$ cat config.mk
export PLATFORM = sky130hd
export DESIGN_NAME = serial_register_access_port
export DESIGN_NICKNAME = d
export VERILOG_FILES = /design/src/core/pin_sync.v /design/src/core/reg_width.v /design/src/core/serial_register_access_port.v
export VERILOG_INCLUDE_DIRS = /design/src /design/src/pkg
export SDC_FILE = /design/constraint.sdc
export NUM_CORES = 1
export LEC_CHECK = 0
export BUFFER_PORTS_ARGS = -buffer_cell sky130_fd_sc_hd__buf_2
export CAP_MARGIN = 40
export CORE_UTILIZATION = 50
export DETAILED_ROUTE_END_ITERATION = 10
export GPL_TIMING_DRIVEN = 0
export PLACE_DENSITY = 0.74
export SLEW_MARGIN = 0
export SYNTH_ARGS = -nofsm -noshare
export SYNTH_HDL_FRONTEND = slang
export SYNTH_SLANG_ARGS = --single-unit
$ cat constraint.sdc
create_clock -name ref_clk_in -period 4.83 [get_ports ref_clk_in]
set_input_delay 0.483 -clock ref_clk_in [delete_from_list [all_inputs] [get_ports ref_clk_in]]
set_output_delay 0.483 -clock ref_clk_in [all_outputs]
set_load 0.01 [all_outputs]
$ cat src/pkg/serial_port_regs.vh
// How it works
// command byte writable only, never read
// host starts each transaction with command
// latest command picks direction and register
// idle after transfer, power-up and reset
// 32 high input bits reset everything; result register keeps its value
// command shifted msb first
// first bit zero gates command load
// bit 6 zero writes, one reads
// bits 5..3 address the register
// address zero: command write, status read
// widths 16, 8, or 16/24 bits
// bit 2 on data: continuous readout
// host enters continuous with 01011100
// host exits with 01011000 while ready low
// continuous mode watches input, still resets
// host keeps input low in continuous mode
// host writes zeros into bits 1,0
// command bits clear after reset
// output pin low signals new result
// status read by address zero, msb first
// sample rising, drive falling serial edge
// read shifts exactly register width then idle
`ifndef SERIAL_PORT_REGS_VH
`define SERIAL_PORT_REGS_VH
`define ADDR_CMD_STATUS 3'h0
`define ADDR_MODE       3'h1
`define ADDR_SETUP      3'h2
`define ADDR_RESULT     3'h3
`define ADDR_IDENT      3'h4
`define ADDR_PINCTL     3'h5
`define ADDR_ZERO_CAL   3'h6
`define ADDR_GAIN_CAL   3'h7
`define CMD_GATE_BIT    7
`define CMD_DIR_BIT     6
`define CMD_SEL_HI      5
`define CMD_SEL_LO      3
`define CMD_CONT_BIT    2
`define CMD_RESET_VAL   8'h00
`define MODE_RESET_VAL  16'h000A
`define FLAGS_RESET_VAL 8'h80
`define RESYNC_ONES     6'h20
`define CONT_EXIT_CMD   8'h58
`endif

$ cat src/core/pin_sync.v
`timescale 1ns/1ns
module pin_sync #(
  parameter [0:0] IDLE_LEVEL = 1'b0
) (
  input  wire ref_clk_in,
  input  wire sys_rst_in,
  input  wire pin_in,
  output reg  level_out
);
  reg s1_r;
  reg s2_r;
  reg s3_r;
  always @(posedge ref_clk_in or posedge sys_rst_in) begin
    if (sys_rst_in) begin
      // start at the pin's idle level so reset release shows no false edge
      s1_r      <= IDLE_LEVEL;
      s2_r      <= IDLE_LEVEL;
      s3_r      <= IDLE_LEVEL;
      level_out <= IDLE_LEVEL;
    end else begin
      s1_r <= pin_in;
      s2_r <= s1_r;
      s3_r <= s2_r;
      if (s2_r == s3_r)
        level_out <= s3_r;
    end
  end
endmodule

$ cat src/core/reg_width.v
`timescale 1ns/1ns
`include "serial_port_regs.vh"
module reg_width #(
  parameter WIDE = 1
) (
  input  wire [2:0] sel_in,
  output reg  [4:0] bits_out
);

  always @* begin
    case (sel_in)
      `ADDR_CMD_STATUS: bits_out = 5'h08;
      `ADDR_MODE:       bits_out = 5'h10;
      `ADDR_SETUP:      bits_out = 5'h10;
      `ADDR_IDENT:      bits_out = 5'h08;
      `ADDR_PINCTL:     bits_out = 5'h08;
      default:          bits_out = WIDE ? 5'h18 : 5'h10;
    endcase
  end
endmodule

$ cat src/core/serial_register_access_port.v
`timescale 1ns/1ns
`include "serial_port_regs.vh"
module serial_register_access_port #(
  parameter       WIDE       = 1,
  parameter [7:0] IDENT_CODE = 8'h5A
) (
  input  wire        ref_clk_in,
  input  wire        sys_rst_in,
  input  wire        sclk_in,
  input  wire        din_in,
  output reg         dout_rdy_out,
  input  wire        result_valid_in,
  input  wire [23:0] result_in,
  input  wire [7:0]  flags_in,
  output reg  [15:0] operating_mode_out,
  output reg  [15:0] channel_setup_out,
  output reg  [7:0]  pin_and_current_control_out,
  output reg  [23:0] zero_calibration_out,
  output reg  [23:0] gain_calibration_out,
  output reg  [7:0]  command_byte_out,
  output reg         continuous_out,
  output reg         part_reset_out
);
  // ident value is arbitrary
  localparam ST_IDLE = 2'h0;
  localparam ST_CMD  = 2'h1;
  localparam ST_WR   = 2'h2;
  localparam ST_RD   = 2'h3;

  wire       sclk_s;
  wire       din_s;
  wire [4:0] sel_bits;
  reg        sclk_d_r;
  reg  [1:0] state_r;
  reg  [4:0] cnt_r;
  reg  [5:0] ones_r;
  reg  [6:0] cmd_sh_r;
  reg  [23:0] sh_r;
  reg  [23:0] result_r;
  reg        rdy_n_r;
  reg        cont_r;

  ////////////////////////////////////////////////////////////////
  // serial clock idles high
  pin_sync #(.IDLE_LEVEL(1'b1)) u_sclk (
    .ref_clk_in (ref_clk_in),
    .sys_rst_in (sys_rst_in),
    .pin_in     (sclk_in),
    .level_out  (sclk_s)
  );
  pin_sync u_din (
    .ref_clk_in (ref_clk_in),
    .sys_rst_in (sys_rst_in),
    .pin_in     (din_in),
    .level_out  (din_s)
  );
  reg_width #(.WIDE(WIDE)) u_width (
    .sel_in   (command_byte_out[`CMD_SEL_HI:`CMD_SEL_LO]),
    .bits_out (sel_bits)
  );

  wire rise = sclk_s & ~sclk_d_r;
  wire fall = ~sclk_s & sclk_d_r;
  wire [2:0] sel = command_byte_out[`CMD_SEL_HI:`CMD_SEL_LO];
  wire [23:0] wr_word = {sh_r[22:0], din_s};

  function [23:0] read_word;
    input [2:0] s;
    begin
      case (s)
        `ADDR_CMD_STATUS: read_word = {rdy_n_r, flags_in[6:0], 16'h0000};
        `ADDR_MODE:       read_word = {operating_mode_out, 8'h00};
        `ADDR_SETUP:      read_word = {channel_setup_out, 8'h00};
        `ADDR_RESULT:     read_word = result_r;
        `ADDR_IDENT:      read_word = {IDENT_CODE, 16'h0000};
        `ADDR_PINCTL:     read_word = {pin_and_current_control_out, 16'h0000};
        `ADDR_ZERO_CAL:   read_word = zero_calibration_out;
        default:          read_word = gain_calibration_out;
      endcase
    end
  endfunction

  wire [23:0] rd_word = read_word(sel);

  ////////////////////////////////////////////////////////////////
  always @(posedge ref_clk_in or posedge sys_rst_in) begin
    if (sys_rst_in) begin
      sclk_d_r                    <= 1'b1;
      state_r                     <= ST_IDLE;
      cnt_r                       <= 5'h00;
      ones_r                      <= 6'h00;
      cmd_sh_r                    <= 7'h00;
      sh_r                        <= 24'h000000;
      result_r                    <= 24'h000000;
      rdy_n_r                     <= 1'b1;
      cont_r                      <= 1'b0;
      dout_rdy_out                <= 1'b1;
      command_byte_out            <= `CMD_RESET_VAL;
      continuous_out              <= 1'b0;
      part_reset_out              <= 1'b0;
      operating_mode_out          <= `MODE_RESET_VAL;
      channel_setup_out           <= 16'h0000;
      pin_and_current_control_out <= 8'h00;
      zero_calibration_out        <= 24'h000000;
      gain_calibration_out        <= 24'h000000;
    end else begin
      sclk_d_r       <= sclk_s;
      part_reset_out <= 1'b0;
      continuous_out <= cont_r;
      if (result_valid_in) begin
        result_r <= WIDE ? result_in : {result_in[15:0], 8'h00};
        rdy_n_r  <= 1'b0;
      end
      if (state_r == ST_IDLE)
        dout_rdy_out <= rdy_n_r;
      if (rise) begin

        if (din_s && ones_r == `RESYNC_ONES - 6'h01) begin
          ones_r                      <= 6'h00;
          state_r                     <= ST_IDLE;
          command_byte_out            <= `CMD_RESET_VAL;
          cont_r                      <= 1'b0;
          rdy_n_r                     <= 1'b1;
          dout_rdy_out                <= 1'b1;
          part_reset_out              <= 1'b1;
          operating_mode_out          <= `MODE_RESET_VAL;
          channel_setup_out           <= 16'h0000;
          pin_and_current_control_out <= 8'h00;
          zero_calibration_out        <= 24'h000000;
          gain_calibration_out        <= 24'h000000;
        end else begin
          ones_r <= din_s ? ones_r + 6'h01 : 6'h00;
          case (state_r)
            ST_IDLE: begin
              if (!din_s) begin
                state_r <= ST_CMD;
                cnt_r   <= 5'h00;
              end
            end
            ST_CMD: begin
              cmd_sh_r <= {cmd_sh_r[5:0], din_s};
              if (cnt_r == 5'h06) begin

                command_byte_out <= {1'b0, cmd_sh_r[5:0], din_s};
                cnt_r            <= 5'h00;
                if (cmd_sh_r[5]) begin
                  // continuous readout waits in idle for the ready indication
                  if (cmd_sh_r[4:2] == `ADDR_RESULT && cmd_sh_r[1]) begin
                    state_r <= ST_IDLE;
                    cont_r  <= 1'b1;
                  end else begin
                    state_r <= ST_RD;
                    cont_r  <= 1'b0;
                  end
                end else if (cmd_sh_r[4:2] == `ADDR_CMD_STATUS) begin
                  state_r <= ST_IDLE;
                  if (cont_r)
                    cont_r <= 1'b0;
                end else begin
                  state_r <= ST_WR;
                end
              end else begin
                cnt_r <= cnt_r + 5'h01;
              end
            end
            ST_WR: begin
              sh_r <= wr_word;
              if (cnt_r == sel_bits - 5'h01) begin
                state_r <= ST_IDLE;
                case (sel)
                  `ADDR_MODE:     operating_mode_out          <= wr_word[15:0];
                  `ADDR_SETUP:    channel_setup_out           <= wr_word[15:0];
                  `ADDR_PINCTL:   pin_and_current_control_out <= wr_word[7:0];
                  `ADDR_ZERO_CAL: zero_calibration_out        <= WIDE ? wr_word : {wr_word[15:0], 8'h00};
                  `ADDR_GAIN_CAL: gain_calibration_out        <= WIDE ? wr_word : {wr_word[15:0], 8'h00};
                  default: ;
                endcase
              end else begin
                cnt_r <= cnt_r + 5'h01;
              end
            end
            default: begin
              // continuous readout keeps listening for the exit command
              if (cont_r) begin
                cmd_sh_r <= {cmd_sh_r[5:0], din_s};
                if (cnt_r == 5'h08 && {cmd_sh_r, din_s} == `CONT_EXIT_CMD) begin
                  cont_r           <= 1'b0;
                  command_byte_out <= `CONT_EXIT_CMD;
                end
              end

              if (cnt_r == sel_bits) begin
                state_r      <= ST_IDLE;
                cnt_r        <= 5'h00;
                dout_rdy_out <= 1'b1;
                // a result arriving in the same cycle keeps ready low
                if (sel == `ADDR_RESULT && !result_valid_in)
                  rdy_n_r <= 1'b1;
              end
            end
          endcase
        end
      end
      if (state_r == ST_RD && rise && cnt_r == 5'h00)
        sh_r <= read_word(sel);
      // output moves on falling serial edge
      if (fall && state_r == ST_RD && cnt_r < sel_bits) begin
        dout_rdy_out <= (cnt_r == 5'h00) ? rd_word[23] : sh_r[23];
        sh_r         <= (cnt_r == 5'h00) ? {rd_word[22:0], 1'b0} : {sh_r[22:0], 1'b0};
        cnt_r        <= cnt_r + 5'h01;
      end
      // continuous readout: new result leaves without a command
      if (cont_r && state_r == ST_IDLE && !rdy_n_r && fall) begin
        state_r      <= ST_RD;
        cnt_r        <= 5'h01;
        dout_rdy_out <= result_r[23];
        sh_r         <= {result_r[22:0], 1'b0};
      end
    end
  end
endmodule

==> results of run 1 <==
==> worst max-delay path, cell delays in order, from the launching register on <==
cell      delay (ps)
dfrtp_1          500
buf_2            280
clkbuf_1         440
clkbuf_1         520
nand2b_1         180
a21o_1           150
inv_1             50
ha_1             190
inv_1             60
ha_1             240
nor3_1           310
and3_1           210
clkbuf_1         330
nand3_1          150
nand2_2          350
mux2_2           380
==> cells in the final DEF (no fill, tap or decap), types with 5 or more instances in the layout <==
cell       synthesis  routed
a22oi_1            7       7
buf_2             26     160
dfstp_2            9       9
nand3_1           10      10
buf_4              8       8
o21ai_1           31      31
nor2_1            52      52
nand2b_1           5       5
inv_6              0       6
o22ai_1            9       9
o21ai_0           79      79
mux2i_1           27      27
inv_1             24      23
mux2_2            46      46
clkbuf_16          0      17
a31oi_1           17      17
a21oi_1           28      28
a221oi_1          17      17
nor3_1            12      12
dfrtp_1          168     168
o221ai_1           5       5
clkinv_8           0       5
clkbuf_1          28      28
nand2_1          159     159
a22o_1            10      10
a32oi_1            9       9
nor2b_1           11      11
ha_1              12      12
==> how the worst min path moves through the flow <==
stage,slack (ps),startpoint,endpoint,depth (start not counted)
CTS,80,sys_rst_in,zero_calibration_out[6],2
floorplan,330,u_din.s1_r,u_din.s2_r,0
global route,110,sys_rst_in,channel_setup_out[1],2
global placement,340,u_din.s1_r,u_din.s2_r,0
detailed placement,340,u_din.s1_r,u_din.s2_r,0
finish,80,sys_rst_in,zero_calibration_out[7],2
==> power by group through the flow <==
stage,sequential [uW],combinational (uW),clock (uW)
2_1_floorplan,1860,1240,0
3_3_place_gp,1920,1720,0
3_5_place_dp,1920,1750,0
4_1_cts,1890,1760,1380
5_1_grt,1920,1960,1440
6_report,1910,1810,1380
==> state kept, by name, indices dropped and copies added, names as in the netlist, 2 cells and up <==
register                     count
cmd_sh_r                         7
cnt_r                            5
ones_r                           6
result_r                        24
operating_mode_out              16
gain_calibration_out            24
zero_calibration_out            24
command_byte_out                 7
state_r                          2
channel_setup_out               16
pin_and_current_control_out      8
sh_r                            24
==> routing by layer <==
layer  routed length (microns)  global-route usage  part of all wire  vias up
met2                     13460              0.5096              0.45      571
met4                      1145              0.1500             0.039        0
met3                      3128             0.05369              0.11       90
met5                         0                   0                 0        -
li1                          -                   -                 -     3623
met1                     11930              0.4593              0.40     4005
==> logic make-up after synthesis <==
kind of cell               after synthesis  synth area share
adders and majority gates               14           0.01889
AOI/OAI and AO/OA                      266            0.1955
xor gates and xnor gates                 1         0.0009723
buffers and inverters                   92           0.04610
other                                    1         0.0004162
muxes                                   77           0.09374
DFF                                    177            0.4928
and+or+nand+nor                        291            0.1515
==> stage by stage <==
stage | util | hold slack [ps]
CTS | 0.6124 | 81.73
global route | 0.6124 | 111.0
detailed placement | 0.5784 | 337.8
floorplan | - | 331.2
finish | 0.6124 | 76.67
global placement | 0.5716 | 336.1
==> area by class of cell <==
type / instances / area (sq um) / area share
Buffer: 66 / 317.8 / 0.02979
Sequential cell: 177 / 4441 / 0.4163
Timing Repair Buffer: 139 / 778.2 / 0.07296
Tap cell: 225 / 281.5 / 0.02639
Clock inverter: 15 / 167.7 / 0.01572
Clock buffer: 17 / 425.4 / 0.03988
Inverter: 26 / 101.3 / 0.009501
Multi-Input combinational cell: 650 / 4154 / 0.3894
==> cell usage after synthesis (17+ instances only) <==
cell | instances | area [sq um]
a21oi_1 | 28 | 140.1
a221oi_1 | 17 | 148.9
a31oi_1 | 17 | 106.4
buf_2 | 26 | 130.1
clkbuf_1 | 28 | 105.1
dfrtp_1 | 168 | 4204
inv_1 | 24 | 90.09
mux2_2 | 46 | 518.0
mux2i_1 | 27 | 270.3
nand2_1 | 159 | 596.8
nor2_1 | 52 | 195.2
o21ai_0 | 79 | 395.4
o21ai_1 | 31 | 155.2
==> out/qor.txt, run 1 <==
Antenna diodes: 0
Vias per cell: 6.303
Max Fclk: 225.4 MHz
Worst-case reg-to-reg path depth: 15
Initial antenna violation count: 0
Max Cap Viol: 0
Post-DP HPWL: 22,540 microns
Setup repair after global routing missed its margin: false
GRT Total Usage: 0.3313
First-pass GRT wire length: 45,500 microns
Post_cts resized: 0
Starting density of the core: 0.5173
Worst r2r src: command_byte_out[4]
Synth Cell Area: 9010 sq um
Status: finished clean
Die width: 136.2 microns
Port buffer count: 132
Psw: 2061 uW
Post-detailed-route count of antenna-violating nets: 0
NumNets Final: 1,126
Setup TNS: 0 ps
Max FO, Critical Path: 10
Fill cell count: 1,526
Clk_lat worst skew: 440 ps
RR Endpoint: pin_and_current_control_out[0]
Die area: 18,560 sq um
Worst-margin pin slew: 868.9 ps
H-tree depth: 4
DP Cell Count: 1,283
Pin count of the biggest net entering global routing: 40
Non-Filler Instances: 1,315
Slew headroom: 0.4195
Combinational share of power: 0.355
Synth Flop Type: dfrtp_1
IO Pins: 136
#FFs+latches synth: 177
Post-synth ARST share: 1.000
Num CTS Buffers: 17
CP Class: register to register
PD cells: 477.8 nW/um^2
Syn Inst Count: 919
Post-CTS Hold Fix Bufs: 0
Data required, critical path: 5160 ps
Period Utilization, post-route: 0.9187
CP startpoint: command_byte_out[4]
Vias: 8,289
Clock tree buffer depth: 2
# rows: 48
Synth-to-layout area growth: 18.39%
DRC: 0
Period minus WS final: 4437 ps
Vias in the first global route: 7,806
CTS tree: built
Grt ovf: 0
Skew final: 14.54 ps
Syn Nets: 968
Setup ws final: 392.7 ps
Count of cell types in the netlist: 85
Die height: 136.2 microns
Core region area: 17,420 sq um
CP endpoint kind: register
Post-synthesis area per instance: 9.804 sq um
P_int: 3035 uW
Iteration-0 DRC Markers: 999
EDFF count, synth: 0
Worst-path clk slew: 80 ps
Dpl cell area: 10,070 sq um
# Post-CTS Setup Buffers: 0
Layout cell share with drive strength beyond 1: 0.2615
Sequential share of the synthesized area: 0.4928
Flop pwr share: 0.374
Worst setup SP type: register
Worst Setup EP: pin_and_current_control_out[0]
Total Power: 5096 uW
Hold crit path type: primary input to asynchronous set/reset pin
Register-to-register setup slack: 390 ps
Final slew viol count: 0
Routed WL: 29,660 microns
Sink Count: 177
WL per Instance: 22.56 microns
RePlAce Congestion: 0.9761
YS warnings: 0
Fin area: 10,670 sq um
Setup violators final: 0
Crit path DAT: 4770 ps
Leakage: 0.004917 uW
DP Worst Slack: 588.7 ps
Clock power frac: 0.271
Final Hold Fails: 0
Clock tree root buffer cell: clkbuf_16
Net Sw Frac: 0.4044
Drt pass-1 iters: 6
VDD IR max: 294.2 uV
Note: power is estimated with default switching activity, not from simulation.
==> run 2, diff against run 1 <==
--- a/config.mk
+++ b/config.mk
@@ -6,6 +6,7 @@
 export SDC_FILE = /design/constraint.sdc
 export NUM_CORES = 1
 export LEC_CHECK = 0
+export ABC_AREA = 1
 export BUFFER_PORTS_ARGS = -buffer_cell sky130_fd_sc_hd__buf_2
 export CAP_MARGIN = 40
 export CORE_UTILIZATION = 50
==> run 2 against run 1 <==
  * Die area up 5.1%
  * Synthesized cell count up 37%
  * Largest power group unchanged
  * Hold slack better by 19 ps
  * Fmax up 16%
  * Combinational power down 3%
  * Sequential power hardly changed
  * Register-to-register slack improved by 610 ps
  * Final area increased by 4.4%
==> out/qor.txt, run 2 <==
Synth Flop Type: dfrtp_1
Final Hold Fails: 0
Skew final: 10.90 ps
Drt pass-1 iters: 6
Die width: 139.6 microns
Data required, critical path: 5150 ps
Post-DP HPWL: 24,980 microns
Setup violators final: 0
Non-Filler Instances: 1,661
Register area: 4441 sq um
DP Cell Count: 1,629
Post_cts resized: 0
#FFs+latches synth: 177
Final slew viol count: 0
H-tree depth: 4
Sequential share of the synthesized area: 0.4688
NumNets Final: 1,468
Fill cell count: 1,677
# Post-CTS Setup Buffers: 0
Num CTS Buffers: 17
CP Class: register to register
First-pass GRT wire length: 50,350 microns
Vias per cell: 5.730
Max Cap Viol: 0
EDFF count, synth: 0
Setup TNS: 0 ps
Routed WL: 32,260 microns
Crit-path leading delay family: buffers and inverters
Vias in the first global route: 8,580
Worst setup SP type: register
Commonest non-fill, non-tap cells in the layout: nand2_1, nor2_1, dfrtp_1, buf_2
CP bufs+invs: 8
Clock tree buffer depth: 2
Count of cell types in the netlist: 40
Count leader, synth: nand2_1
GRT Total Usage: 0.3438
Post-CTS Hold Fix Bufs: 0
Cell taking the most area after synthesis: dfrtp_1
Syn Inst Count: 1,261
Port buffer count: 132
Clk_lat worst skew: 440 ps
Initial antenna violation count: 0
Vias: 9,517
CP dominant cell by count: inv_1
Dpl cell area: 10,560 sq um
Iteration-0 DRC Markers: 1,278
Starting density of the core: 0.5185
Post-detailed-route count of antenna-violating nets: 0
PD cells: 452.6 nW/um^2
Period minus WS final: 3828 ps
Multi-input gate area: 4302 sq um
Grt ovf: 0
Crit path cell chain: buf_2 -> inv_1 -> clkbuf_1 -> a21oi_1 -> inv_1 -> ha_1 -> inv_1 -> ha_1 -> inv_1 -> nand3_1 -> nor3_4 -> nand2_1 -> nand2_1 -> buf_4 -> buf_2 -> a21oi_1
Post-synth ARST share: 1.000
Slowest-stage cell, CP: clkbuf_1
Worst-path clk slew: 70 ps
Core region area: 18,270 sq um
Antenna diodes: 0
RePlAce Congestion: 0.9474
Synth-to-layout area growth: 17.51%
Crit path DAT: 4150 ps
# rows: 49
Pin count of the biggest net entering global routing: 31
Synth top area cells: dfrtp_1, nand2_1, nor2_1, a21oi_1, nand3_1
Slew headroom: 0.5442
Die height: 139.6 microns
IO Pins: 136
Synth top cells by count: nand2_1, nor2_1, dfrtp_1
YS warnings: 0
Syn Nets: 1,310
Worst-margin pin slew: 683.8 ps
Post-synthesis area per instance: 7.512 sq um
Critical Path Max Stage Delay: 540 ps
CTS tree: built
Period Utilization, post-route: 0.7926
Setup repair after global routing missed its margin: false
Hold crit path type: primary input to asynchronous set/reset pin
DRC: 0
Layout cell share with drive strength beyond 1: 0.1774
Top-area cell type share of the netlist area: 0.4438
Max Fclk: 261.2 MHz
Leakage: 0.006013 uW
Synth Cell Area: 9473 sq um
VDD IR max: 275.6 uV
Clock tree root buffer cell: clkbuf_16
Commonest non-fill, non-tap cell in the layout: nand2_1
Max FO, Critical Path: 10
Status: finished clean
WL per Instance: 19.42 microns
Fin area: 11,130 sq um
CP endpoint kind: register
Sink Count: 177
Die area: 19,500 sq um
==> run 2: final timing paths <==
kind	start	end	slack, ps	depth (start not counted)
setup / recovery	command_byte_out[5]	gain_calibration_out[9]	1000	16
hold reg to reg	u_sclk.s1_r	u_sclk.s2_r	360	0
hold / removal	sys_rst_in	sh_r[3]	100	2
min in group ref_clk_in	sclk_in	u_sclk.s1_r	130	1
max in group asynchronous	sys_rst_in	operating_mode_out[1]	3730	5
setup reg to reg	command_byte_out[5]	gain_calibration_out[9]	1000	16
==> run 2: logic make-up (layout without fill, tap and decap cells) <==
logic type | count (synthesis) | count (layout) | synth area share
flops | 177 | 177 | 0.4688
compound gates | 204 | 204 | 0.1135
mux | 6 | 6 | 0.007132
xor+xnor | 1 | 1 | 0.0009247
buf+inv | 169 | 340 | 0.07714
simple gates | 689 | 689 | 0.3142
fa+ha+maj | 14 | 14 | 0.01796
other cells | 1 | 1 | 0.0003959
==> run 2: per-stage QoR <==
step                worst slack, ps    util  power [uW]  hold slack (ps)
global placement              988.0  0.5705        3563            332.7
detailed placement             1225  0.5779        3607            347.2
CTS                            1175  0.6093        4985            113.3
finish                         1002  0.6093        5039            95.96
global route                  872.7  0.6093        5322            125.6
floorplan                      2088       -        3013            331.2
==> run 2: cell type report <==
cell class	instances	share of cell area
Buffer	66	0.03091
Clock buffer	18	0.03855
Clock inverter	14	0.01293
Inverter	103	0.03507
Multi-Input combinational cell	915	0.3864
Sequential cell	177	0.3989
Tap cell	229	0.02574
Timing Repair Buffer	139	0.07148
==> run 2: where the power goes <==
part / switching [uW] / leakage [uW] / internal [uW]
sequential: 222 / 0.00233 / 1670
combinational: 1230 / 0.00340 / 521
clock: 661 / 0.000274 / 730
total: 2110 / 0.00601 / 2930
==> run 2: routing by layer <==
layer  routed length, microns  GRT usage  up-vias
met5                        0          0        -
met4                      814     0.1070        0
met3                     3970    0.08052       72
met2                    13390     0.4864      603
met1                    14080     0.5177     4398
li1                         -          -     4444
